$ cat config.mk
export PLATFORM = sky130hd
export DESIGN_NAME = sfm_defect_monitor
export DESIGN_NICKNAME = d
export VERILOG_FILES = /design/src/design/sfm_pkg.sv /design/src/design/sfm_mon_if.sv /design/src/design/sfm_frame_mon.sv /design/src/design/sfm_defect_monitor.sv
export VERILOG_INCLUDE_DIRS = /design/src /design/src/design
export SDC_FILE = /design/constraint.sdc
export NUM_CORES = 1
export LEC_CHECK = 0
export BUFFER_PORTS_ARGS = -buffer_cell sky130_fd_sc_hd__buf_2
export CAP_MARGIN = 30
export CORE_MARGIN = 3
export CORE_UTILIZATION = 30
export CTS_CLUSTER_SIZE = 24
export DETAILED_ROUTE_END_ITERATION = 8
export GPL_TIMING_DRIVEN = 0
export PLACE_DENSITY = 0.51
export SYNTH_ARGS = -nofsm -noshare
export SYNTH_HDL_FRONTEND = slang
export SYNTH_SLANG_ARGS = --single-unit
$ cat constraint.sdc
create_clock -name clk_sys_i -period 2.06 [get_ports clk_sys_i]
set_input_delay 0.309 -clock clk_sys_i [delete_from_list [all_inputs] [get_ports clk_sys_i]]
set_output_delay 0.309 -clock clk_sys_i [all_outputs]
set_load 0.05 [all_outputs]
$ cat src/design/sfm_params.svh
`ifndef SFM_PARAMS_SVH
`define SFM_PARAMS_SVH

// System clock rate and the framing loss interval
`define SFM_CLK_KHZ 20000
`define SFM_LOF_TIME_US 3000
// Cycles in the framing loss interval, rounded down
`define SFM_LOF_CYCLES ((`SFM_LOF_TIME_US * `SFM_CLK_KHZ) / 1000)

// Frame counts
`define SFM_LOF_CLR_FRAMES 4'h2
`define SFM_LOP_SET_FRAMES 4'h8
`define SFM_LOP_CLR_FRAMES 4'h3

// Port counts and concatenation width
`define SFM_NUM_LINE 2
`define SFM_NUM_REF 2
`define SFM_CONC_W 6

`endif

$ cat src/design/sfm_pkg.sv
package sfm_pkg;

    typedef enum logic [1:0] {
        SFM_PTR_NORM = 2'b01,
        SFM_PTR_LOP = 2'b10
    } sfm_ptr_state_type;

    typedef enum logic {
        SFM_CODE_AMI = 1'b0,
        SFM_CODE_B8ZS = 1'b1
    } sfm_coding_type;

    typedef enum logic {
        SFM_FRM_SF = 1'b0,
        SFM_FRM_ESF = 1'b1
    } sfm_framing_type;

endpackage : sfm_pkg

$ cat src/design/sfm_mon_if.sv
`timescale 1ns/1ps
interface sfm_mon_if;
    logic frame_stb;
    logic pat_ok;
    logic lof;
    modport src(output frame_stb, output pat_ok, input lof);
    modport mon(input frame_stb, input pat_ok, output lof);
endinterface : sfm_mon_if

$ cat src/design/sfm_frame_mon.sv
`timescale 1ns/1ps
`include "sfm_params.svh"
module sfm_frame_mon #(
    parameter int LOF_CYC = `SFM_LOF_CYCLES
) (
    input wire logic clk_sys_i,
    input wire logic rst_b_i,
    sfm_mon_if.mon mif
);
    localparam int TW = $clog2(LOF_CYC + 1);
    localparam logic [TW-1:0] TMAX = TW'(LOF_CYC);

    logic [TW-1:0] timer;
    logic [3:0] good_cnt;
    logic lof;

    wire good_frame = mif.frame_stb & mif.pat_ok;
    wire timer_hit = (timer == TMAX - TW'(1)) & ~good_frame;
    wire clr_hit = good_frame & (good_cnt == `SFM_LOF_CLR_FRAMES - 4'h1);

    assign mif.lof = lof;

    // Timer restarts on each good pattern and saturates at the limit
    always_ff @(posedge clk_sys_i or negedge rst_b_i) begin
        if (!rst_b_i) begin
            timer <= '0;
        end else if (good_frame) begin
            timer <= '0; // [RL12]
        end else if (timer != TMAX) begin
            timer <= timer + TW'(1); // [RL12]
        end
    end

    always_ff @(posedge clk_sys_i or negedge rst_b_i) begin
        if (!rst_b_i) begin
            lof <= 1'b0;
            good_cnt <= 4'h0;
        end else if (!lof) begin
            good_cnt <= 4'h0;
            if (timer_hit) begin
                lof <= 1'b1; // [RL1]
            end
        end else if (mif.frame_stb) begin
            // Any bad frame breaks the run of consecutive good ones
            if (clr_hit) begin
                lof <= 1'b0; // [RL2]
                good_cnt <= 4'h0;
            end else if (mif.pat_ok) begin
                good_cnt <= good_cnt + 4'h1; // [RL2]
            end else begin
                good_cnt <= 4'h0; // [RL2]
            end
        end
    end

endmodule : sfm_frame_mon

$ cat src/design/sfm_defect_monitor.sv
// Functional notes
// RL1: Declare line LOF after 3 ms without framing.
// RL2: Clear LOF on two consecutive good frames.
// RL3: Check pointer bytes in every received frame.
// RL4: Declare LOP after eight consecutive invalid pointers.
// RL5: Clear LOP after three consecutive valid pointers.
// RL6: Smaller received concatenation than provisioned is invalid.
// RL7: Each timing reference port detects LOF independently.
// RL8: Timing coding provisionable, B8ZS or AMI.
// RL9: Timing framing provisionable, ESF or SF.
// RL10: Flag coding and framing pairs not recommended.
// RL11: Line LOF on protected card requests switch.
// RL12: Count pointers in frames; timer resets on framing.
`timescale 1ns/1ps
`include "sfm_params.svh"
module sfm_defect_monitor #(
    parameter int NUM_LINE = `SFM_NUM_LINE,
    parameter int NUM_REF = `SFM_NUM_REF,
    parameter int CONC_W = `SFM_CONC_W,
    parameter int LOF_CYC = `SFM_LOF_CYCLES
) (
    input wire logic clk_sys_i,
    input wire logic rst_b_i,
    input wire logic [NUM_LINE-1:0] line_frame_i,
    input wire logic [NUM_LINE-1:0] line_fas_ok_i,
    input wire logic [NUM_LINE-1:0] line_protected_i,
    input wire logic path_frame_i,
    input wire logic path_ptr_ok_i,
    input wire logic [CONC_W-1:0] path_rx_conc_i,
    input wire logic [CONC_W-1:0] path_prov_conc_i,
    input wire logic [NUM_REF-1:0] ref_frame_i,
    input wire logic [NUM_REF-1:0] ref_fas_ok_i,
    input wire logic [NUM_REF-1:0] ref_rx_b8zs_i,
    input wire logic [NUM_REF-1:0] ref_rx_esf_i,
    input wire logic prov_b8zs_i,
    input wire logic prov_esf_i,
    output logic [NUM_LINE-1:0] line_lof_o,
    output logic [NUM_LINE-1:0] line_aps_req_o,
    output logic path_lop_o,
    output logic path_conc_mismatch_o,
    output logic [NUM_REF-1:0] ref_lof_o,
    output logic [NUM_REF-1:0] ref_fmt_mismatch_o,
    output logic prov_pair_warn_o
);
    localparam int AW = 3 * NUM_LINE + 2 + 2 * CONC_W + 4 * NUM_REF + 2;
    localparam int FW = NUM_LINE + 1 + NUM_REF;

    function automatic logic [3:0] sat_inc(input logic [3:0] v);
        sat_inc = (v == 4'hf) ? v : v + 4'h1;
    endfunction : sat_inc

    // Every input comes from the line or from software; all pass two stages
    wire [AW-1:0] async_in = {line_frame_i, line_fas_ok_i, line_protected_i,
                              path_frame_i, path_ptr_ok_i, path_rx_conc_i,
                              path_prov_conc_i, ref_frame_i, ref_fas_ok_i,
                              ref_rx_b8zs_i, ref_rx_esf_i, prov_b8zs_i, prov_esf_i};
    logic [AW-1:0] sync_a;
    logic [AW-1:0] sync_b;
    logic [FW-1:0] frame_d;

    always_ff @(posedge clk_sys_i or negedge rst_b_i) begin
        if (!rst_b_i) begin
            sync_a <= '0;
            sync_b <= '0;
        end else begin
            sync_a <= async_in;
            sync_b <= sync_a;
        end
    end

    wire [NUM_LINE-1:0] s_line_frame;
    wire [NUM_LINE-1:0] s_line_fas_ok;
    wire [NUM_LINE-1:0] s_line_prot;
    wire s_path_frame;
    wire s_ptr_ok;
    wire [CONC_W-1:0] s_rx_conc;
    wire [CONC_W-1:0] s_prov_conc;
    wire [NUM_REF-1:0] s_ref_frame;
    wire [NUM_REF-1:0] s_ref_fas_ok;
    wire [NUM_REF-1:0] s_ref_b8zs;
    wire [NUM_REF-1:0] s_ref_esf;
    wire s_prov_b8zs;
    wire s_prov_esf;

    assign {s_line_frame, s_line_fas_ok, s_line_prot, s_path_frame, s_ptr_ok,
            s_rx_conc, s_prov_conc, s_ref_frame, s_ref_fas_ok, s_ref_b8zs,
            s_ref_esf, s_prov_b8zs, s_prov_esf} = sync_b;

    // Frame strobes are levels on the pins; one pulse per rising edge
    wire [FW-1:0] frame_lvl = {s_line_frame, s_path_frame, s_ref_frame};
    wire [FW-1:0] frame_rise = frame_lvl & ~frame_d;
    wire [NUM_LINE-1:0] line_stb = frame_rise[FW-1 -: NUM_LINE];
    wire path_stb = frame_rise[NUM_REF];
    wire [NUM_REF-1:0] ref_stb = frame_rise[NUM_REF-1:0];

    always_ff @(posedge clk_sys_i or negedge rst_b_i) begin
        if (!rst_b_i) begin
            frame_d <= '0;
        end else begin
            frame_d <= frame_lvl;
        end
    end

    // Provisioned coding and framing for the timing references
    sfm_pkg::sfm_coding_type prov_code;
    sfm_pkg::sfm_framing_type prov_fmt;
    assign prov_code = s_prov_b8zs ? sfm_pkg::SFM_CODE_B8ZS : sfm_pkg::SFM_CODE_AMI; // [RL8]
    assign prov_fmt = s_prov_esf ? sfm_pkg::SFM_FRM_ESF : sfm_pkg::SFM_FRM_SF; // [RL9]
    wire pair_bad = (prov_code == sfm_pkg::SFM_CODE_B8ZS) != (prov_fmt == sfm_pkg::SFM_FRM_ESF);

    wire [NUM_REF-1:0] ref_fmt_ok;

    // Line ports
    genvar gi;
    generate
        for (gi = 0; gi < NUM_LINE; gi++) begin : g_line
            sfm_mon_if lif ();
            assign lif.frame_stb = line_stb[gi];
            assign lif.pat_ok = s_line_fas_ok[gi];
            assign line_lof_o[gi] = lif.lof;
            sfm_frame_mon #(
                .LOF_CYC(LOF_CYC)
            ) u_mon (
                .clk_sys_i(clk_sys_i),
                .rst_b_i(rst_b_i),
                .mif(lif.mon)
            ); // [RL1] [RL2]
        end

        // Timing reference ports, one monitor each
        for (gi = 0; gi < NUM_REF; gi++) begin : g_ref
            sfm_mon_if rif ();
            // A coding or framing the source does not share never frames
            assign ref_fmt_ok[gi] = (s_ref_b8zs[gi] == s_prov_b8zs) &
                                    (s_ref_esf[gi] == s_prov_esf); // [RL8] [RL9]
            assign rif.frame_stb = ref_stb[gi];
            assign rif.pat_ok = s_ref_fas_ok[gi] & ref_fmt_ok[gi];
            assign ref_lof_o[gi] = rif.lof;
            sfm_frame_mon #(
                .LOF_CYC(LOF_CYC)
            ) u_mon (
                .clk_sys_i(clk_sys_i),
                .rst_b_i(rst_b_i),
                .mif(rif.mon)
            ); // [RL7]
        end
    endgenerate

    // Mismatch flag keeps the verdict of the last frame seen on each reference
    wire [NUM_REF-1:0] next_ref_mismatch = (ref_fmt_mismatch_o & ~ref_stb) |
                                           (~ref_fmt_ok & ref_stb);

    always_ff @(posedge clk_sys_i or negedge rst_b_i) begin
        if (!rst_b_i) begin
            ref_fmt_mismatch_o <= '0;
        end else begin
            ref_fmt_mismatch_o <= next_ref_mismatch; // [RL8] [RL9]
        end
    end

    // Switch request and pairing advice
    always_ff @(posedge clk_sys_i or negedge rst_b_i) begin
        if (!rst_b_i) begin
            line_aps_req_o <= '0;
            prov_pair_warn_o <= 1'b0;
        end else begin
            line_aps_req_o <= line_lof_o & s_line_prot; // [RL11]
            prov_pair_warn_o <= pair_bad; // [RL10]
        end
    end

    // Pointer monitor, advanced once per received path frame
    wire conc_short = s_rx_conc < s_prov_conc;
    wire ptr_valid = s_ptr_ok & ~conc_short; // [RL6]

    sfm_pkg::sfm_ptr_state_type ptr_state;
    sfm_pkg::sfm_ptr_state_type next_ptr_state;
    logic [3:0] bad_cnt;
    logic [3:0] good_cnt;
    logic [3:0] next_bad_cnt;
    logic [3:0] next_good_cnt;

    always_comb begin
        next_ptr_state = ptr_state;
        next_bad_cnt = bad_cnt;
        next_good_cnt = good_cnt;
        case (ptr_state)
            sfm_pkg::SFM_PTR_NORM: begin
                next_good_cnt = 4'h0;
                if (ptr_valid) begin
                    next_bad_cnt = 4'h0; // [RL3]
                end else if (bad_cnt == `SFM_LOP_SET_FRAMES - 4'h1) begin
                    next_ptr_state = sfm_pkg::SFM_PTR_LOP; // [RL4]
                    next_bad_cnt = 4'h0;
                end else begin
                    next_bad_cnt = sat_inc(bad_cnt); // [RL4] [RL12]
                end
            end
            sfm_pkg::SFM_PTR_LOP: begin
                next_bad_cnt = 4'h0;
                if (!ptr_valid) begin
                    next_good_cnt = 4'h0; // [RL5]
                end else if (good_cnt == `SFM_LOP_CLR_FRAMES - 4'h1) begin
                    next_ptr_state = sfm_pkg::SFM_PTR_NORM; // [RL5]
                    next_good_cnt = 4'h0;
                end else begin
                    next_good_cnt = sat_inc(good_cnt); // [RL5] [RL12]
                end
            end
            default: begin
                next_ptr_state = sfm_pkg::SFM_PTR_NORM;
                next_bad_cnt = 4'h0;
                next_good_cnt = 4'h0;
            end
        endcase
    end

    always_ff @(posedge clk_sys_i or negedge rst_b_i) begin
        if (!rst_b_i) begin
            ptr_state <= sfm_pkg::SFM_PTR_NORM;
            bad_cnt <= 4'h0;
            good_cnt <= 4'h0;
            path_lop_o <= 1'b0;
            path_conc_mismatch_o <= 1'b0;
        end else if (path_stb) begin
            ptr_state <= next_ptr_state; // [RL3]
            bad_cnt <= next_bad_cnt;
            good_cnt <= next_good_cnt;
            path_lop_o <= (next_ptr_state == sfm_pkg::SFM_PTR_LOP);
            path_conc_mismatch_o <= conc_short; // [RL6]
        end
    end

endmodule : sfm_defect_monitor

======== Yosys cells after proc, flatten, opt, wreduce, memory -nomap -nowiden ========
Index checks and enable logic that the tools add are counted.
W data, S select, Z words.
storage, ports and cells
  bits of input ports ..................... 32
  logic and storage cells ................. 155
  register bits after elaboration ......... 166
cells by class
  reductions and logical operators ........ 6
  order comparisons ....................... 1
  muxes and demuxes ....................... 55
  add/subtract/negate cells ............... 10
  eq/ne operators ......................... 30
  bitwise logic cells ..................... 30
operator list
  kind                     count
  $mux W16                 8
  $mux W4                  24
  $add A16 B1 Y16 const B  4
  $eq A16 B16 Y1 const B   4
  $ne A16 B16 Y1 const B   4
  $add A4 B1 Y4 const B    6
  $mux W1                  18
  $and A1 B1 Y1            17
  $eq A4 B1 Y1 const B     4
  $eq A4 B4 Y1 const B     2
  $mux W2                  4
  $ne A2 B2 Y1 const B     4
  $ne A4 B4 Y1 const B     2
  $reduce_bool A2 Y1       4
  $and A2 B2 Y2            3
  $lt A6 B6 Y1             1
  $and A5 B5 Y5            1
  $not A1 Y1               5
  $not A5 Y5               1
  $eq A1 B1 Y1             4
  $eq A2 B2 Y1 const B     2
  $eq A4 B2 Y1 const B     1
  $eq A4 B3 Y1 const B     1
  $not A2 Y2               2
  5 further kinds          6

======== Logic depth before layout (Yosys ltp) ========
Gate-level depths: netlist of the first run.
  depth after elaboration ................. 8
  depth in mapped cells ................... 8

======== By module ========
A second synthesis of the first run with hierarchy kept.
second synthesis, totals
  cell total of the unflattened synthesis .. 678
  area, all modules ....................... 7,581.0 sq um
modules (own cells, without submodules)
  module              area each (sq um)  cells an instance  instances
  sfm_frame_mon       1,213.7            124                4
  sfm_defect_monitor  2,726.4            182                1

======== Worst setup path before layout of the first run ========
No wires, ideal clock.
  kind .................................... register -> register
  from .................................... register sync_b[21]
  to ...................................... register path_lop_o
  data required time ...................... 1.939 ns
  path slack .............................. 0.375 ns
  data arrival time ....................... 1.564 ns
  setup time .............................. 0.121 ns
  cell stages (with the launch flop) ...... 7
  period minus slack after synthesis ...... 1.685 ns
  cell sequence ........................... dfrtp_1 ha_1 nand4_1 o31a_1 o31ai_1 a21oi_1 a22o_1
on the way
  word-level cells in the longest chain between the ends .. 6
RTL lines
  element                            line                                                  RTL
  start, declared                    sfm_defect_monitor.sv:58                              logic [AW-1:0] sync_b;
  start signal, assigned             sfm_defect_monitor.sv:67                              sync_b <= sync_a;
  $lt A6 B6 Y1 (*)                   sfm_defect_monitor.sv:173                             wire conc_short = s_rx_conc < s_prov_conc;
  $not A1 Y1 (*)                     sfm_defect_monitor.sv:174                             wire ptr_valid = s_ptr_ok & ~conc_short;
  $and A1 B1 Y1 (*)                  sfm_defect_monitor.sv:174
  $mux W2, on equally long branches  sfm_defect_monitor.sv:201, sfm_defect_monitor.sv:190
  $pmux W2 S2 (*)                    sfm_defect_monitor.sv:187                             case (ptr_state)
  $eq A2 B2 Y1 (*)                   sfm_defect_monitor.sv:229                             path_lop_o <= (next_ptr_state == sfm_pkg::SFM_PTR_LOP);
  end signal, assigned               sfm_defect_monitor.sv:229
  end, declared                      sfm_defect_monitor.sv:39                              output logic path_lop_o,
Every way passes the cells marked *; elsewhere a longest branch is shown, timed or not.
A chain may end at the register's enable or synchronous reset.

======== Worst setup path in the final report of the first run ========
  from .................................... register sync_b[15]
  to ...................................... register path_lop_o
The elaborated chain is that of the path after synthesis.

==> out/metrics.cfg, run 1 <==
[power_and_ir_drop]
total_power_uw=7950
powerDensity_nw_per_um2=928
ir_worst_vdd_uv=434
p_leak_uw=0.00384

[yosys]
syn_nets=689
ys_seq_elements=166
synthFlopType=dfrtp_1
synthTopCellsByCount=dfrtp_1, nor2_1, nand2_1
ys_types=61
synth_top_area_share_pct=58.7
syn_area_um2=7040
synth_area_leader_cell=dfrtp_1
yosysSeqAreaShare_pct=59.1
synth_edf_count=0
syn_avg_cell_area_um2=11.2
synth-async-reset-ratio_pct=100
synth_cells=631
yosys.cell_count.top_type=dfrtp_1
netlist_top_cells_area=dfrtp_1, xor2_1, nor2_1, ha_1, nand3_1
ys_warn_count=0

[sta]
setup_viol=0
worst_pin_slew_ns=0.562
slew_viol_final=0
hold_violations=0
finalCritPeriodShare_pct=93.5
rsz0062_at_grt=no
relSlewSlack_pct=62.2
fin_crit_ns=1.93
hold_ws_ns=0.348
fin_skew_ns=0.0149
max_freq_ghz=0.519

[cells_and_area]
drive_above_1_share_pct=14.0
final_core_util_pct=37.5
fin_nets=782
fin_cells=1050
final_area_um2=8570
n_antenna_cell=0
area_growth_syn_to_layout_pct=21.7

[worst_setup_path]
cp-start-kind=flop
end_kind=flop
path_class=reg2reg
critPathRequiredTime_ns=2.42
cpLargestDelayFamily=compound AO/OA/AOI/OAI gates
reg2reg_slack_ns=0.13
slowest_delay_ns=0.35
worstPathCellList=inv_1 -> ha_1 -> a21oi_2 -> o22a_1 -> o31a_1 -> nand2_1 -> a32oi_2 -> a22o_1
critPathMaxFanout=6
arrival_ns=2.29
cpMaxStageDelayCell=ha_1
cp.buffers_inverters=1

[detailed_routing]
drt_wl_total_um=12400
vias=4618
wl_met1_um=6470
drt-pass1-iter-count=4
wl_per_cell_um=11.8
drt_iter0_drc=206
drc=0
vias_per_cell=4.40
ant_nets=0
wl_met2_um=5400
routed.top_layer=met4
wl_met3_um=348

[global_route]
antenna_found_initial=0
grt_overflow=0
grt_pass1_wl_um=22000
grt_usage_pct=10.4
first_global_vias=4592
grt_max_degree=107

[status]
outcome=finished, final reports clean

[placed_design]
io_buffer_count=42
dp_hpwl_um=8090
placed_cells=987
gp_congestion=0.733
placed_area_um2=7680

[clock_network]
cts-htree-levels=4
clock_path_buffers=2
cts_num_sinks=166
cts_setup_buffers=0
cts_buffers=17
clkTransAtPathRegs_ns=0.07
clockRootBuffer=clkbuf_16
clock_latency_ns=0.43
cts_tree=done

[floorplan]
initial_core_util_pct=30.8
rows=55
fp.dieW_um=159
die_area_um2=25300
ios=43
die_y_um=159
core-area_um2=22800

[job]
max_cap_viol_count=0

[hold_path]
hold_path.class=reg2reg

cells by family after synthesis:
family | count (synthesis) | synth area share (%)
and+or+nand+nor | 256 | 19.1
DFF | 166 | 59.1
AOI/OAI and AO/OA | 76 | 6.60
xor gates and xnor gates | 57 | 7.09
buffers and inverters | 44 | 2.67
adders and majority gates | 26 | 4.62
muxes | 6 | 0.889
path summary, 6_finish.rpt:
kind	startpoint	end	cells after the start
max	sync_b[15]	path_lop_o	8
min	sync_a[28]	sync_b[28]	0
max reg2reg	sync_b[15]	path_lop_o	8
min reg2reg	sync_a[28]	sync_b[28]	0
max in group asynchronous	rst_b_i	g_ref[0].u_mon.timer[3]	3
min in group asynchronous	rst_b_i	good_cnt[0]	2
layer usage:
metal  vias to the layer above  global-route usage, %
met2                        54                   15.7
met3                        13                   2.73
met1                      2221                   14.5
met5                         -                      0
met4                         0                   3.82
li1                       2330                      -
final cells by class:
cell class / count / area [µm²]
fill: 2270 / 14300
sequential: 166 / 4160
multi-input combinational: 421 / 2710
timing repair buffer: 74 / 558
clock buffer: 17 / 425
tap: 313 / 392
clock inverter: 15 / 140
inverter: 32 / 120
buffer: 12 / 67.6
registers in the layout, indices dropped and copies added, names as in the netlist, 4 cells and up, named ones only:
name and flops:
g_line.u_mon.timer 32, g_ref.u_mon.timer 32, sync_a 30, sync_b 30, g_line.u_mon.good_cnt 8, g_ref.u_mon.good_cnt 8, frame_d 5, bad_cnt 4
good_cnt 4
layout by cell type (no fill, tap or decap), types with 17 or more instances in the layout:
master and count:
inv_1 32, xor2_1 39, nor2_1 89, buf_2 44
dfrtp_1 165, ha_1 26, nand3_1 37, a21oi_1 19
xnor2_1 18, nand2_1 42, dlygate4sd3_1 31, clkbuf_16 17
o21ai_0 27
power by group:
group	total [µW]	internal, µW	switching (µW)
clock network	3030	1600	1430
logic	1020	464	552
registers	3910	3590	320
total	7950	5650	2300
repair_timing:
| action | CTS | global route |
|---|---|---|
| hold buffers | 31 | 0 |
| endpoints found under the hold margin | 90 | 0 |
| gates resized for setup | 0 | 3 |
| endpoints found under the setup margin | 0 | 14 |
per-stage QoR:
step                      TNS, ns  setup WS [ns]
after floorplan                 0          0.375
after global placement    -340.02          -2.07
after detailed placement        0         0.0551
after CTS                       0         0.0425
after global routing            0         0.0144
final                           0          0.134
(Power assumes the default switching activity.)
==> run 2, diff against run 1 <==
Settings changed: BUFFER_PORTS_ARGS -buffer_cell sky130_fd_sc_hd__buf_2 to -buffer_cell sky130_fd_sc_hd__clkbuf_2, SYNTH_HIERARCHICAL set to 1.
==> out/metrics.cfg, run 2 <==
[global_route]
met2_usage_pct=18.3
first_global_vias=5085
grt_overflow=0
grt_pass1_wl_um=25700
met1_usage_pct=16.1
grt_usage_pct=11.8
antenna_found_initial=0
use_met3_pct=3.03
grt_busiest_layer=met2
grt_max_degree=95

[yosys]
netlist_top_cells_area=dfrtp_1, ha_1, mux2i_1, nand2_1, a21oi_1
synthMuxAreaShare_pct=3.30
synthTopCellsByCount=dfrtp_1, nand2_1, inv_1
synth_cells=678
ys_seq_elements=166
syn_nets=736
yosys.cell_count.top_type=dfrtp_1
synth_fa_ha_area_share_pct=4.29
ys_warn_count=6
ys_types=52
yosysSeqAreaShare_pct=54.8
synth_edf_count=0
synth_top_family_by_area=simple AND/OR/NAND/NOR gates
syn_area_um2=7580
synth-async-reset-ratio_pct=100
synthFlopType=dfrtp_1
synth_compound_area_share_pct=11.3
synth_top_area_share_pct=54.5
synth_area_leader_cell=dfrtp_1
syn_avg_cell_area_um2=11.2
yosys.area_share.simple_pct=21.1
synth_xor_area_share_pct=1.62

[placed_design]
gp_congestion=0.747
placed_cells=1045
io_buffer_count=42
dp_hpwl_um=9800

[sta]
worst_pin_slew_ns=0.599
fin_skew_ns=0.0117
hold_violations=0
fin_setup_tns_ns=0
fin_crit_ns=1.83
relSlewSlack_pct=60.1
rsz0062_at_grt=no
max_freq_ghz=0.547
slew_viol_final=0
hold_ws_ns=0.349
setup_viol=0
finalCritPeriodShare_pct=88.7

[cells_and_area]
fin_cells=1108
n_antenna_cell=0
layout_commonest_cell=dfrtp_1
fin_nets=829
drive_above_1_share_pct=14.8
final_cell_mix=dfrtp_1, nand2_1, clkbuf_2
final_core_util_pct=37.1
area_growth_syn_to_layout_pct=20.5
reg.largest.list=g_line.u_mon/timer (32), g_ref.u_mon/timer (32)

[worst_setup_path]
end_kind=flop
rr_endpoint=path_lop_o
startpoint=sync_b[20]
worstPathCellList=ha_1 -> nand4_1 -> o31a_4 -> o31ai_2 -> a21oi_1 -> a22o_1
reg2reg_slack_ns=0.23
arrival_ns=2.14
ff2ff_path_depth=6
path_class=reg2reg
critPathMaxFanout=6
timing.rr.start=sync_b[20]
slowest_delay_ns=0.39
critPathRequiredTime_ns=2.37
cpMaxStageDelayCell=dfrtp_1
cp-start-kind=flop

[detailed_routing]
drt_iter0_drc=408
drt_wl_total_um=14600
vias=5250
ant_nets=0
drt-pass1-iter-count=4
wl_per_cell_um=13.2
vias_per_cell=4.74
drc=0

[clock_network]
cts-htree-levels=4
cts_num_sinks=166
clock_path_buffers=2
clkTransAtPathRegs_ns=0.07
clockRootBuffer=clkbuf_16
clock_latency_ns=0.43
cts_buffers=17
cts_tree=done

[power_and_ir_drop]
power_frac_seq_pct=47.6
p_leak_uw=0.00389
total_power_uw=8340
p_sw_share_pct=30.1
powerDensity_nw_per_um2=913
switchingPower_uw=2510
clock_power_share_pct=38.1
pwr-share-comb_pct=14.2
ir_worst_vdd_uv=508
power.internal_uw=5830

[job]
max_cap_viol_count=0

[floorplan]
die_y_um=165
core-area_um2=24600
die_area_um2=27200
initial_core_util_pct=30.8
fp.dieW_um=165
ios=43
rows=57

[hold_path]
hold_path.class=reg2reg
worstHoldEndpoint=sync_b[26]
hold_path_startpoint=sync_a[26]
hold_depth=0

[status]
outcome=finished, final reports clean

run 2: changes by cell type in the layout (fill, tap and decap cells not counted), moves of 15 or more:
cell and delta:
a21oi_1 +15, nand2_1 +17, nor2_1 -69, clkbuf_2 +41
o21a_1 +16, xor2_1 -29, buf_2 -44, or4_1 +16
mux2i_1 +21
run 2: metrics by stage:
stage / area, µm² / setup slack, ns
CTS: 9120 / 0.0557
global route: 9130 / 0.00581
floorplan: 7580 / 0.359
detailed placement: 8230 / 0.0821
global placement: 8200 / -2.59
finish: 9130 / 0.232
run 2: area by class of cell:
cell class                 count  area (µm²)
clock buffer                  18         429
sequential                   166        4160
timing repair buffer          74         557
tap                          324         405
multi-input combinational    458        3160
fill                        2425       15500
buffer                        17         131
inverter                      37         139
clock inverter                14         156
run 2: cells by family (layout without fill, tap and decap cells):
| group | Yosys count | count (layout) |
|---|---|---|
| DFF | 166 | 166 |
| and+or+nand+nor | 267 | 267 |
| buffers and inverters | 54 | 160 |
| muxes | 25 | 25 |
| AOI/OAI and AO/OA | 126 | 126 |
| adders and majority gates | 26 | 26 |
| xor gates and xnor gates | 14 | 14 |
run 2: what timing repair did:
item | 4_1_cts | 5_1_grt
setup buffers | 0 | 0
hold buffers | 30 | 1
hold endpoints to repair | 100 | 1
setup endpoints to repair | 0 | 4
gates resized for setup | 0 | 1
run 2: critical path, delay by kind of cell (launching register included):
kind	cells	cell delay [ns]
flip-flops	1	0.39
adder cells (fa/ha/maj)	1	0.33
AND/OR/NAND/NOR	1	0.14
AO/OA/AOI/OAI	4	0.86
run 2: worst max path at each step:
stage / endpoint / slack, ns / cells past startpoint
5_1_grt: g_ref[1].u_mon/timer[14] / 0.006 / 7
3_3_place_gp: sync_a[29] / -2.59 / 1
4_1_cts: good_cnt[0] / 0.06 / 7
3_5_place_dp: good_cnt[0] / 0.08 / 6
6_report: path_lop_o / 0.23 / 6
2_1_floorplan: path_lop_o / 0.36 / 6
run 2: power by group through the flow:
stage / registers, µW / logic [µW] / clock network [µW]
floorplan: 3960 / 846 / 0
global placement: 4020 / 1140 / 0
finish: 3970 / 1190 / 3180
global route: 4040 / 1390 / 3470
detailed placement: 4030 / 1160 / 0
CTS: 3970 / 1210 / 3310
run 2: layer usage:
metal | share of wire (%) | up-vias
met5 | 0 | -
met2 | 45 | 58
met3 | 3.0 | 16
met1 | 50 | 2508
li1 | - | 2668
met4 | 1.8 | 0
